===== src/acs_pkg.sv =====
package acs_pkg;

  // Register byte addresses on the memory-mapped I/O bus
  localparam logic [7:0] ACS_CTRL1_ADDR = 8'h9F;
  localparam logic [7:0] ACS_CTRL2_ADDR = 8'hA0;
  localparam logic [7:0] ACS_RESULT_ADDR = 8'hA1;

  // conversion_control_reg bit positions
  localparam int ACS_C1_DONE = 7;
  localparam int ACS_C1_IRQEN = 6;
  localparam int ACS_C1_BUSY = 5;
  localparam int ACS_C1_REF_SELECT = 4;
  localparam int ACS_C1_CHAN_HI = 3;
  localparam int ACS_C1_CHAN_LO = 0;

  // Reset values, and the SAR code and mask loaded at each trigger
  localparam logic [7:0] ACS_CFG_RESET = 8'h00;
  localparam logic [3:0] ACS_CHAN_RESET = 4'h0;
  localparam logic [7:0] ACS_DATA_RESET = 8'h00;
  localparam logic [7:0] ACS_SAR_FIRST = 8'h80;

  // Phase and whole-conversion lengths in conversion clock cycles
  localparam logic [4:0] ACS_SH_TICKS = 5'h04;
  localparam logic [4:0] ACS_AZ_PRE_TICKS = 5'h0B;
  localparam logic [4:0] ACS_RESOLVE_TICKS = 5'h09;
  localparam logic [4:0] ACS_STD_TOTAL = 5'h0D;
  localparam logic [4:0] ACS_AZ_TOTAL = 5'h14;

  // analog_config_two layout, bit 7 down to bit 0
  typedef struct packed {
    logic ref_clock_halve;
    logic comparator_input_select;
    logic spare_amp_enable;
    logic auto_sample_enable;
    logic [1:0] conv_clock_divider;
    logic current_source_enable;
    logic autozero_enable;
  } acs_cfg_t;

  // Sequencer states, one-hot
  typedef enum logic [3:0] {
    ACS_IDLE = 4'h1,
    ACS_SAMPLE = 4'h2,
    ACS_RESOLVE = 4'h4,
    ACS_FINISH = 4'h8
  } acs_state_t;

endpackage : acs_pkg


===== src/acs_tick_gen.sv =====
`timescale 1ns/1ps
`default_nettype none
module acs_tick_gen
  import acs_pkg::*;
(
  input wire logic clk,
  input wire logic resetn,
  input wire logic restart,
  input wire logic [1:0] divider,
  output logic tick
);

  logic [2:0] cnt_ff;
  logic tick_ff;

  // Divide factor 1, 2, 4 or 8 expressed as the last count value
  function automatic logic [2:0] acs_last(input logic [1:0] d);
    case (d)
      2'h0: acs_last = 3'h0;
      2'h1: acs_last = 3'h1;
      2'h2: acs_last = 3'h3;
      default: acs_last = 3'h7;
    endcase
  endfunction : acs_last

  // Restart aligns the conversion clock to the trigger instant
  always_ff @(posedge clk or negedge resetn) begin
    if (!resetn) begin
      cnt_ff <= 3'h0;
      tick_ff <= 1'b0;
    end else if (restart) begin
      cnt_ff <= 3'h0;
      tick_ff <= 1'b0;
    end else if (cnt_ff >= acs_last(divider)) begin
      cnt_ff <= 3'h0;
      tick_ff <= 1'b1;
    end else begin
      cnt_ff <= cnt_ff + 3'h1;
      tick_ff <= 1'b0;
    end
  end

  assign tick = tick_ff;

endmodule : acs_tick_gen
`default_nettype wire


===== src/acs_seq.sv =====
`timescale 1ns/1ps
`default_nettype none
// How it works
// - Config bit 7 set halves the reference clock, clear passes it through.
// - Config bit 6 picks pin two, else pin zero, for the comparator.
// - Config bit 5 enables spare amplifier; its output feeds channel five.
// - Auto mode aligns conversion clock and starts on strobe rising edge.
// - Without auto mode only software start bit writes begin conversions.
// - Config bits 3:2 divide the conversion clock by 1, 2, 4, 8.
// - Config bit 1 enables the current source on analog pin one.
// - Config bit 0 enables the gain-16 autozero amplifier on pin zero.
// - Autozero enable and channel are captured at trigger, held to end.
// - Default standard mode: one conversion per software start write.
// - Start/busy bit reads one throughout a conversion.
// - Standard conversion: four sample ticks, nine resolve ticks, store result.
// - Autozero conversion lasts twenty conversion clock ticks instead.
// - Result stored and done flag set on the same edge, then busy bit clears.
// - Writing zero to busy during a conversion is ignored.
// - Strobe edges during a conversion are dropped.
// - Writing zero clears done flag; writing one leaves it unchanged.
// - Interrupt follows done flag while interrupt enable is set.
module acs_seq
  import acs_pkg::*;
(
  input wire logic CLK,
  input wire logic RESETN,
  input wire logic [7:0] BUS_ADDR,
  input wire logic [7:0] BUS_WDATA,
  input wire logic BUS_WR,
  output logic [7:0] BUS_RDATA,
  input wire logic TIMER_SAMPLE_STROBE,
  input wire logic REF_CLOCK_IN,
  input wire logic COMP_ABOVE,
  output logic REF_CLOCK_OUT,
  output logic COMPARATOR_INPUT_SELECT,
  output logic SPARE_AMP_ENABLE,
  output logic CURRENT_SOURCE_ENABLE,
  output logic AUTOZERO_ACTIVE,
  output logic REF_SELECT,
  output logic [3:0] CHANNEL_ACTIVE,
  output logic SAMPLE_PHASE,
  output logic [7:0] SAR_CODE,
  output logic CONV_IRQ
);

  acs_cfg_t cfg_ff;
  acs_state_t state_ff;
  logic irq_en_ff, ref_sel_ff, done_ff, az_act_ff;
  logic [3:0] chan_ff, chan_act_ff;
  logic [7:0] result_ff, code_ff, mask_ff, rdata_ff;
  logic [4:0] cnt_ff, tick_total_ff;
  logic stb_s1_ff, stb_s2_ff, stb_s3_ff, stb_lvl_ff;
  logic ref_s1_ff, ref_s2_ff, ref_s3_ff, ref_lvl_ff, ref_div_ff;
  logic wr_c1, wr_c2, busy, sw_start, stb_rise, ref_rise, trigger, tick;
  logic set_done, last_sample;

  // Bus decode; result register is read only so writes to it are dropped
  assign wr_c1 = BUS_WR && (BUS_ADDR == ACS_CTRL1_ADDR);
  assign wr_c2 = BUS_WR && (BUS_ADDR == ACS_CTRL2_ADDR);
  assign busy = (state_ff != ACS_IDLE);

  // Start requests: software only in standard mode, strobe only in auto
  assign sw_start = wr_c1 && BUS_WDATA[ACS_C1_BUSY] &&
                    !cfg_ff.auto_sample_enable;
  assign trigger = !busy &&
                   (sw_start || (cfg_ff.auto_sample_enable && stb_rise));
  assign set_done = tick && (state_ff == ACS_RESOLVE) &&
                    (cnt_ff == ACS_RESOLVE_TICKS - 5'h01);
  assign last_sample = cnt_ff == (az_act_ff ? ACS_AZ_PRE_TICKS :
                                  ACS_SH_TICKS) - 5'h01;

  // Strobe pin: three stages, a level change counts once stages 2 and 3 agree
  always_ff @(posedge CLK or negedge RESETN) begin
    if (!RESETN) begin
      stb_s1_ff <= 1'b0;
      stb_s2_ff <= 1'b0;
      stb_s3_ff <= 1'b0;
      stb_lvl_ff <= 1'b0;
    end else begin
      stb_s1_ff <= TIMER_SAMPLE_STROBE;
      stb_s2_ff <= stb_s1_ff;
      stb_s3_ff <= stb_s2_ff;
      if (stb_s2_ff == stb_s3_ff) begin
        stb_lvl_ff <= stb_s2_ff;
      end
    end
  end
  assign stb_rise = stb_s2_ff && stb_s3_ff && !stb_lvl_ff;

  // Reference clock: same filtered sampling, halved by a toggle on rises
  always_ff @(posedge CLK or negedge RESETN) begin
    if (!RESETN) begin
      ref_s1_ff <= 1'b0;
      ref_s2_ff <= 1'b0;
      ref_s3_ff <= 1'b0;
      ref_lvl_ff <= 1'b0;
      ref_div_ff <= 1'b0;
    end else begin
      ref_s1_ff <= REF_CLOCK_IN;
      ref_s2_ff <= ref_s1_ff;
      ref_s3_ff <= ref_s2_ff;
      if (ref_s2_ff == ref_s3_ff) begin
        ref_lvl_ff <= ref_s2_ff;
      end
      if (ref_rise) begin
        ref_div_ff <= !ref_div_ff;
      end
    end
  end
  assign ref_rise = ref_s2_ff && ref_s3_ff && !ref_lvl_ff;

  // Configuration register, writable at any time
  always_ff @(posedge CLK or negedge RESETN) begin
    if (!RESETN) begin
      cfg_ff <= ACS_CFG_RESET;
    end else if (wr_c2) begin
      cfg_ff <= BUS_WDATA;
    end
  end

  // Control fields other than busy and done
  always_ff @(posedge CLK or negedge RESETN) begin
    if (!RESETN) begin
      irq_en_ff <= 1'b0;
      ref_sel_ff <= 1'b0;
      chan_ff <= ACS_CHAN_RESET;
    end else if (wr_c1) begin
      irq_en_ff <= BUS_WDATA[ACS_C1_IRQEN];
      ref_sel_ff <= BUS_WDATA[ACS_C1_REF_SELECT];
      chan_ff <= BUS_WDATA[ACS_C1_CHAN_HI:ACS_C1_CHAN_LO];
    end
  end

  // Done flag: hardware set beats a same-cycle software clear
  always_ff @(posedge CLK or negedge RESETN) begin
    if (!RESETN) begin
      done_ff <= 1'b0;
    end else if (set_done) begin
      done_ff <= 1'b1;
    end else if (wr_c1 && !BUS_WDATA[ACS_C1_DONE]) begin
      done_ff <= 1'b0;
    end
  end

  // Per-conversion snapshot; a later write shows in the register only
  always_ff @(posedge CLK or negedge RESETN) begin
    if (!RESETN) begin
      az_act_ff <= 1'b0;
      chan_act_ff <= ACS_CHAN_RESET;
    end else if (trigger) begin
      az_act_ff <= cfg_ff.autozero_enable;
      chan_act_ff <= sw_start ? BUS_WDATA[ACS_C1_CHAN_HI:ACS_C1_CHAN_LO]
                              : chan_ff;
    end
  end

  // Conversion clock; restarting it on the trigger keeps strobe alignment
  acs_tick_gen u_tick (
    .clk(CLK),
    .resetn(RESETN),
    .restart(trigger),
    .divider(cfg_ff.conv_clock_divider),
    .tick(tick)
  );

  // Sequencer: sample (or autozero) phase, resolve phase, then release busy
  always_ff @(posedge CLK or negedge RESETN) begin
    if (!RESETN) begin
      state_ff <= ACS_IDLE;
      cnt_ff <= 5'h00;
    end else begin
      case (state_ff)
        ACS_IDLE: begin
          if (trigger) begin
            state_ff <= ACS_SAMPLE;
            cnt_ff <= 5'h00;
          end
        end
        ACS_SAMPLE: begin
          if (tick && last_sample) begin
            state_ff <= ACS_RESOLVE;
            cnt_ff <= 5'h00;
          end else if (tick) begin
            cnt_ff <= cnt_ff + 5'h01;
          end
        end
        ACS_RESOLVE: begin
          if (set_done) begin
            state_ff <= ACS_FINISH;
          end else if (tick) begin
            cnt_ff <= cnt_ff + 5'h01;
          end
        end
        ACS_FINISH: begin
          state_ff <= ACS_IDLE;
        end
        default: begin
          state_ff <= ACS_IDLE;
        end
      endcase
    end
  end

  // Successive approximation: eight trial ticks, the ninth stores the code
  always_ff @(posedge CLK or negedge RESETN) begin
    if (!RESETN) begin
      code_ff <= ACS_DATA_RESET;
      mask_ff <= ACS_DATA_RESET;
      result_ff <= ACS_DATA_RESET;
    end else if (trigger) begin
      code_ff <= ACS_SAR_FIRST;
      mask_ff <= ACS_SAR_FIRST;
    end else if (tick && state_ff == ACS_RESOLVE) begin
      if (set_done) begin
        result_ff <= code_ff;
      end else begin
        code_ff <= (COMP_ABOVE ? code_ff : (code_ff & ~mask_ff)) |
                   (mask_ff >> 1);
        mask_ff <= mask_ff >> 1;
      end
    end
  end

  // Tick count since trigger, read only by the assertions
  always_ff @(posedge CLK or negedge RESETN) begin
    if (!RESETN) begin
      tick_total_ff <= 5'h00;
    end else if (trigger) begin
      tick_total_ff <= 5'h00;
    end else if (tick && busy) begin
      tick_total_ff <= tick_total_ff + 5'h01;
    end
  end

  // Read data registered: answer appears one cycle after the address
  always_ff @(posedge CLK or negedge RESETN) begin
    if (!RESETN) begin
      rdata_ff <= ACS_DATA_RESET;
    end else begin
      case (BUS_ADDR)
        ACS_CTRL1_ADDR: rdata_ff <= {done_ff, irq_en_ff, busy,
                                     ref_sel_ff, chan_ff};
        ACS_CTRL2_ADDR: rdata_ff <= cfg_ff;
        ACS_RESULT_ADDR: rdata_ff <= result_ff;
        default: rdata_ff <= ACS_DATA_RESET;
      endcase
    end
  end

  // Analog control outputs from registers; REF_CLOCK_OUT is muxed, SAMPLE_PHASE and CONV_IRQ decoded
  assign BUS_RDATA = rdata_ff;
  assign REF_CLOCK_OUT = cfg_ff.ref_clock_halve ? ref_div_ff
                                                : ref_lvl_ff;
  assign COMPARATOR_INPUT_SELECT = cfg_ff.comparator_input_select;
  assign SPARE_AMP_ENABLE = cfg_ff.spare_amp_enable;
  assign CURRENT_SOURCE_ENABLE = cfg_ff.current_source_enable;
  assign AUTOZERO_ACTIVE = az_act_ff;
  assign REF_SELECT = ref_sel_ff;
  assign CHANNEL_ACTIVE = chan_act_ff;
  assign SAMPLE_PHASE = (state_ff == ACS_SAMPLE);
  assign SAR_CODE = code_ff;
  assign CONV_IRQ = irq_en_ff && done_ff;
endmodule : acs_seq
`default_nettype wire


===== config.mk =====
export PLATFORM = sky130hd
export DESIGN_NAME = acs_seq
export DESIGN_NICKNAME = d
export VERILOG_FILES = /design/src/acs_pkg.sv /design/src/acs_tick_gen.sv /design/src/acs_seq.sv
export SDC_FILE = /design/constraint.sdc
export NUM_CORES = 1
export LEC_CHECK = 0
export ABC_CLOCK_PERIOD_IN_PS = 2300
export BUFFER_PORTS_ARGS = -buffer_cell sky130_fd_sc_hd__buf_2
export CAP_MARGIN = 10
export CORE_MARGIN = 2
export CORE_UTILIZATION = 56
export CTS_BUF_LIST = sky130_fd_sc_hd__clkbuf_4 sky130_fd_sc_hd__clkbuf_8 sky130_fd_sc_hd__clkbuf_16
export CTS_CLUSTER_DIAMETER = 60
export DETAILED_ROUTE_END_ITERATION = 8
export GPL_TIMING_DRIVEN = 0
export MAX_ROUTING_LAYER = met4
export PLACE_DENSITY = 0.82
export SLEW_MARGIN = 20
export SYNTH_ARGS = -nofsm -noshare
export SYNTH_HDL_FRONTEND = slang
export SYNTH_SLANG_ARGS = --single-unit

===== constraint.sdc =====
create_clock -name CLK -period 2.3 [get_ports CLK]
set_input_delay 0.345 -clock CLK [delete_from_list [all_inputs] [get_ports CLK]]
set_output_delay 0.345 -clock CLK [all_outputs]
set_load 0.005 [all_outputs]

==> results of run 1 <==
## cell families (layout without fill, tap and decap cells)
| family | count (synthesis) | count (layout) | synth area share |
|---|---|---|---|
| buffers and inverters | 25 | 91 | 0.0333 |
| xor gates and xnor gates | 2 | 2 | 0.00524 |
| and+or+nand+nor | 99 | 99 | 0.171 |
| adders and majority gates | 8 | 8 | 0.0299 |
| AOI/OAI and AO/OA | 50 | 50 | 0.0954 |
| muxes | 34 | 34 | 0.111 |
| DFF | 74 | 74 | 0.554 |
## cell usage in the layout, fill, tap and decap left out, types with 2 or more instances in the layout
master,instances
o21ai_0,16
clkbuf_1,2
nor3b_1,2
mux2i_1,8
nor2_1,3
nand2b_1,3
mux2_2,26
buf_2,49
nand3_1,5
a21o_1,4
nor4b_2,2
and4b_1,2
inv_1,18
nor4bb_1,2
xnor2_1,2
nand2_1,54
dfrtp_1,73
a21oi_1,18
nor2b_1,2
clkbuf_8,10
nand4_1,5
clkinvlp_4,3
ha_1,8
o22ai_1,3
o221ai_1,2
buf_6,2
and2_1,3
nor3_1,4
## how the worst max path moves through the flow
stage	to	cells after the start	slack [ns]
floorplan	cnt_ff[3]	7	0.55
global placement	cnt_ff[3]	7	0.30
detailed placement	cnt_ff[3]	7	0.25
CTS	cnt_ff[3]	7	0.23
global route	cnt_ff[3]	7	0.004
finish	cnt_ff[3]	7	0.24
## synthesized netlist by cell type, drive strengths merged, types with 4 or more instances
cell | count | area (sq um)
ha | 8 | 100
buf | 4 | 32.5
a21oi | 18 | 90.1
mux2i | 8 | 80.1
dfrtp | 73 | 1830
mux2 | 26 | 293
nand2 | 54 | 203
nor3 | 5 | 36.3
nand4 | 6 | 52.6
inv | 18 | 67.6
a21o | 4 | 30.0
nand3 | 6 | 35.0
o21ai | 16 | 80.1
## metal layers
layer,vias up,global-route usage
met3,12,0.0356
met2,76,0.362
met4,0,0.115
met5,-,-
met1,1209,0.312
li1,1142,-
## flip-flops by register name, summed over array words and instances, names as in the netlist, 3 cells and up
name	cells
BUS_RDATA	8
CHANNEL_ACTIVE	4
SAR_CODE	8
cfg_ff	5
chan_ff	4
cnt_ff	5
mask_ff	8
result_ff	8
state_ff	4
u_tick.cnt_ff	3
## critical path, stage by stage, from the launching register on
cell and delay (ns):
dfrtp_1 0.45, inv_1 0.09, ha_1 0.21, and4bb_1 0.27, nand3_2 0.15, clkinv_1 0.24, a211oi_2 0.33, o221ai_1 0.17
## power by group through the flow
stage | Clock (mW) | Sequential, mW | Combinational (mW)
floorplan | 0 | 1.58 | 0.294
global placement | 0 | 1.61 | 0.416
detailed placement | 0 | 1.62 | 0.445
CTS | 1.04 | 1.60 | 0.449
global route | 1.08 | 1.62 | 0.512
finish | 1.03 | 1.60 | 0.444
## final cells by class
cell class | instances | area [sq um]
clock inverters | 6 | 66.3
flip-flops and latches | 74 | 1850
clock buffers | 10 | 138
well taps | 75 | 93.8
repair buffers | 50 | 280
inverters | 19 | 71.3
multi-input cells | 193 | 1380
fillers | 448 | 1930
plain buffers | 6 | 40.0
## what timing repair did
| item | 4_1_cts | 5_1_grt |
|---|---|---|
| buffers inserted | 0 | 0 |
| hold buffers | 1 | 0 |
| endpoints found under the hold margin | 18 | 0 |
## per-stage QoR
step	setup WS, ns	instance area (sq um)	hold WS (ns)
after detailed placement	0.246	3710	0.244
after CTS	0.234	3920	0.0848
final	0.242	3920	0.0933
after global routing	0.00404	3920	0.0856
after floorplan	0.555	3350	0.0494
after global placement	0.295	3680	0.333
==> impl_metrics.json, run 1 <==
{
  "cts_sinks": 74,
  "p_sw_frac": 0.283,
  "port_buffers": 48,
  "drt-total-wl_microns": 6740,
  "highest_layer": "met4",
  "mappedNetlistArea_sq_um": 3350,
  "synthToLayoutAreaGrowth_pct": 17.3,
  "synth_nets": 322,
  "critical_path_class": "reg2reg",
  "drive_gt1_frac": 0.302,
  "grt_start_max_net_pins": 57,
  "synth_edf_count": 0,
  "tns_ns": 0,
  "fmax_mhz": 486,
  "worstRegToRegCells": 7,
  "hold_start": "REF_CLOCK_IN",
  "cap_viol_max_count": 0,
  "hold_end": "ref_s1_ff",
  "max-clock-path-buffers": 2,
  "hpwl_microns": 4720,
  "num_rows": 28,
  "startpoint": "cnt_ff[0]",
  "die_x_microns": 81.3,
  "antenna_found_initial": 0,
  "core-area_sq_um": 5850,
  "seq_area_frac_synth": 0.554,
  "wl_met3_microns": 358,
  "cts_tree": "built",
  "start_util": 0.572,
  "p_leak_nw": 1.97,
  "p_switching_uw": 869,
  "hold_viol_final": 0,
  "track_usage": 0.237,
  "grt_pass1_vias": 2451,
  "cts.repair.resized": 0,
  "clkSlewWorstSetupHoldPaths_ns": 0.08,
  "slew_headroom": 0.627,
  "ys_ff_latch": 74,
  "route.met2.wl_microns": 3170,
  "critPathMaxFanout": 10,
  "wl_met1_microns": 3070,
  "die-height_microns": 81.3,
  "antenna_left": 0,
  "post-route-min-period_ns": 2.06,
  "avgSynthCellArea_sq_um": 11.5,
  "setup_viol": 0,
  "skew_ns": 0.00783,
  "synth_cell_type_count": 47,
  "root_buffer": "clkbuf_8",
  "antennaDiodeCount": 0,
  "ir_drop_v": 0.000495,
  "final_cells": 433,
  "p_int_mw": 2.20,
  "finalPower_mw": 3.07,
  "vias": 2439,
  "clkPwrFrac": 0.334,
  "worstMarginPinSlew_ns": 0.556,
  "postSynth.asyncResetShare": 1.00,
  "first_pass_iters": 4,
  "numCtsBuffers": 9,
  "powerDensity_nw_per_um2": 783,
  "r2r_slack_ns": 0.24,
  "critPathArrivalTime_ns": 2.27,
  "finalMaxSlewViolations": 0,
  "synthCells": 292,
  "place_inst": 416,
  "grt_overflow": 0,
  "hp-class": "in2reg",
  "h-tree-depth": 3,
  "end_kind": "register",
  "hold_depth": 1,
  "synth-main-ff-cell": "dfrtp_1",
  "drtIter0Drc": 145,
  "drc_errors": 0,
  "outcome": "finished, final reports clean",
  "nNetsFinal": 383,
  "grt_pass1_wl_microns": 11400,
  "avgRoutedWirePerCell_microns": 15.6,
  "clk_latency_ns": 0.35,
  "seqPwrFrac": 0.521,
  "rsz0062_at_grt": "false",
  "required_ns": 2.51,
  "gp_congestion": 0.847,
  "final_core_util": 0.671,
  "combPwrFrac": 0.145,
  "io_pins": 50,
  "rr_endpoint": "cnt_ff[3]",
  "synth_warnings": 0,
  "die_area_sq_um": 6610,
  "via_per_inst": 5.63,
  "period_share": 0.895,
  "crit_path_start_kind": "register",
  "reg2reg_from": "cnt_ff[0]"
}
(Power assumes the default switching activity.)
==> inputs of run 2 (changes only) <==
--- a/config.mk
+++ b/config.mk
@@ -5,17 +5,19 @@
 export SDC_FILE = /design/constraint.sdc
 export NUM_CORES = 1
 export LEC_CHECK = 0
+export ABC_AREA = 1
 export ABC_CLOCK_PERIOD_IN_PS = 2300
 export BUFFER_PORTS_ARGS = -buffer_cell sky130_fd_sc_hd__buf_2
 export CAP_MARGIN = 10
 export CORE_MARGIN = 2
-export CORE_UTILIZATION = 56
+export CORE_UTILIZATION = 57
 export CTS_BUF_LIST = sky130_fd_sc_hd__clkbuf_4 sky130_fd_sc_hd__clkbuf_8 sky130_fd_sc_hd__clkbuf_16
 export CTS_CLUSTER_DIAMETER = 60
 export DETAILED_ROUTE_END_ITERATION = 8
 export GPL_TIMING_DRIVEN = 0
 export MAX_ROUTING_LAYER = met4
 export PLACE_DENSITY = 0.82
+export SETUP_SLACK_MARGIN = 0.5
 export SLEW_MARGIN = 20
 export SYNTH_ARGS = -nofsm -noshare
 export SYNTH_HDL_FRONTEND = slang
==> impl_metrics.json, run 2 <==
{
  "die_area_sq_um": 6780,
  "numCtsBuffers": 9,
  "cts_tree": "built",
  "use_met1": 0.333,
  "seq_area_frac_synth": 0.529,
  "worstMarginPinSlew_ns": 0.463,
  "outcome": "finished, final reports clean",
  "nNetsFinal": 522,
  "rsz0062_at_grt": "false",
  "powerDensity_nw_per_um2": 700,
  "start_util": 0.591,
  "antennaDiodeCount": 0,
  "io_pins": 50,
  "h-tree-depth": 3,
  "p_leak_nw": 2.29,
  "busiest_layer": "met2",
  "grt_pass1_vias": 2661,
  "hold_start": "TIMER_SAMPLE_STROBE",
  "root_buffer": "clkbuf_8",
  "max-clock-path-buffers": 2,
  "synthToLayoutAreaGrowth_pct": 17.2,
  "synth-main-ff-cell": "dfrtp_1",
  "synth_cell_type_count": 30,
  "fillers": 480,
  "synthTopCellsByArea": "dfrtp_1, nand2_1, inv_1",
  "clk_latency_ns": 0.35,
  "synthCells": 430,
  "first_pass_iters": 4,
  "tns_ns": 0,
  "die-height_microns": 82.4,
  "gp_congestion": 0.882,
  "synth_common_cells": "nand2_1, dfrtp_1, inv_1",
  "hp-class": "in2reg",
  "skew_ns": 0.0109,
  "preCtsSetupSlack_ns": 0.500,
  "grt_start_max_net_pins": 59,
  "port_buffers": 49,
  "gr-usage-met2": 0.385,
  "die_x_microns": 82.4,
  "fmax_mhz": 595,
  "reg2reg_from": "cnt_ff[0]",
  "hpwl_microns": 5480,
  "drive_gt1_frac": 0.185,
  "most-common-layout-cells": "nand2_1, dfrtp_1, inv_1",
  "mappedNetlistArea_sq_um": 3500,
  "drc_errors": 0,
  "antenna_found_initial": 0,
  "fin_ws_ns": 0.621,
  "critical_path_class": "reg2reg",
  "via_per_inst": 5.16,
  "startpoint": "cnt_ff[0]",
  "avgRoutedWirePerCell_microns": 13.0,
  "ir_drop_v": 0.000514,
  "synth_warnings": 0,
  "postSynth.asyncResetShare": 1.00,
  "yosysMostFrequentCell": "nand2_1",
  "track_usage": 0.249,
  "crit_path_start_kind": "register",
  "synth_top_cell_area_share": 0.522,
  "drt-total-wl_microns": 7450,
  "core-area_sq_um": 5920,
  "grt_pass1_wl_microns": 12300,
  "post-route-min-period_ns": 1.68,
  "final_common_cell": "nand2_1",
  "finalMaxSlewViolations": 0,
  "setup_viol": 0,
  "avgSynthCellArea_sq_um": 8.14,
  "yosysTopAreaCell": "dfrtp_1",
  "required_ns": 2.55,
  "slew_headroom": 0.691,
  "cts_sinks": 74,
  "synth_nets": 460,
  "drtIter0Drc": 200,
  "ys_ff_latch": 74,
  "clkSlewWorstSetupHoldPaths_ns": 0.08,
  "hold_viol_final": 0,
  "end_kind": "register",
  "synth_edf_count": 0,
  "antenna_left": 0,
  "vias": 2945,
  "critPathArrivalTime_ns": 1.93,
  "use_met3": 0.0489,
  "period_share": 0.730,
  "cap_viol_max_count": 0,
  "num_rows": 28,
  "grt_overflow": 0,
  "critPathMaxFanout": 10
}
==> run 2: cell types whose count changed in the layout (fill, tap and decap cells not counted), moves of 8 or more <==
| cell | change |
|---|---|
| o21ai_0 | +25 |
| nand3_1 | +10 |
| inv_1 | +51 |
| nor2_1 | +17 |
| mux2_2 | -25 |
| nand2_1 | +93 |
| a21oi_1 | -14 |
| mux2i_1 | -8 |
==> run 2: layout make-up <==
class / instances / area (sq um) / area share
timing repair buffer: 51 / 285 / 0.0696
clock buffer: 13 / 160 / 0.0390
multi-input combinational: 276 / 1350 / 0.328
clock inverter: 2 / 37.5 / 0.00915
buffer: 10 / 62.6 / 0.0153
sequential: 74 / 1850 / 0.452
tap: 75 / 93.8 / 0.0229
inverter: 70 / 263 / 0.0641
==> run 2: what timing repair did <==
item                                    4_1_cts  5_1_grt
endpoints found under the setup margin        0       17
endpoints found under the hold margin        16        0
resized for setup                             0        6
hold buffers                                  1        0
setup buffers                                 0        0
==> run 2: final timing paths <==
kind                          endpoint  slack (ns)  depth (start not counted)
setup / recovery            mask_ff[0]        0.62                         11
hold / removal               stb_s1_ff        0.10                          1
setup reg to reg            mask_ff[0]        0.62                         11
hold reg to reg              stb_s2_ff        0.35                          0
max in group asynchronous  state_ff[0]        1.31                          3
min in group asynchronous  SAR_CODE[3]        0.40                          2
==> run 2: kinds of logic (layout without fill, tap and decap cells) <==
group | Yosys count | in the layout | share of synthesized area
flops | 74 | 74 | 0.529
fa+ha+maj | 8 | 8 | 0.0286
xor+xnor | 4 | 4 | 0.0100
buf+inv | 80 | 146 | 0.0930
simple gates | 199 | 199 | 0.232
mux | 1 | 1 | 0.00322
compound gates | 64 | 64 | 0.104
==> run 2: worst max-delay path, stage by stage (launching register included) <==
cell and delay (ns):
dfrtp_2 0.45, inv_1 0.09, ha_1 0.14, nand3_1 0.12, nor2_4 0.19, nor2_2 0.06
buf_6 0.14, buf_6 0.14, nand2_1 0.06, o21ai_1 0.07, nand2_1 0.07, inv_1 0.04
==> run 2: metrics by stage <==
stage                     area [sq um]  std cells  power, mW  hold WS (ns)  utilization
after global placement            3840        554       1.84         0.332        0.648
after floorplan                   3500        430       1.69        0.0494            -
after detailed placement          3870        555       1.87         0.228        0.653
final                             4100        571       2.87         0.101        0.693
after global routing              4100        571       3.01        0.0923        0.693
after CTS                         4080        571       2.88        0.0941        0.689
==> run 2: power breakdown <==
group	internal, mW	total [mW]	switching, mW
Combinational	0.152	0.379	0.227
Clock	0.562	1.02	0.456
Sequential	1.41	1.47	0.0696
Total	2.12	2.87	0.753
==> run 2: metal layers <==
metal,vias to the layer above,routed length [microns]
met3,13,426
li1,1468,-
met1,1377,3460
met2,87,3450
met4,0,117
met5,-,0
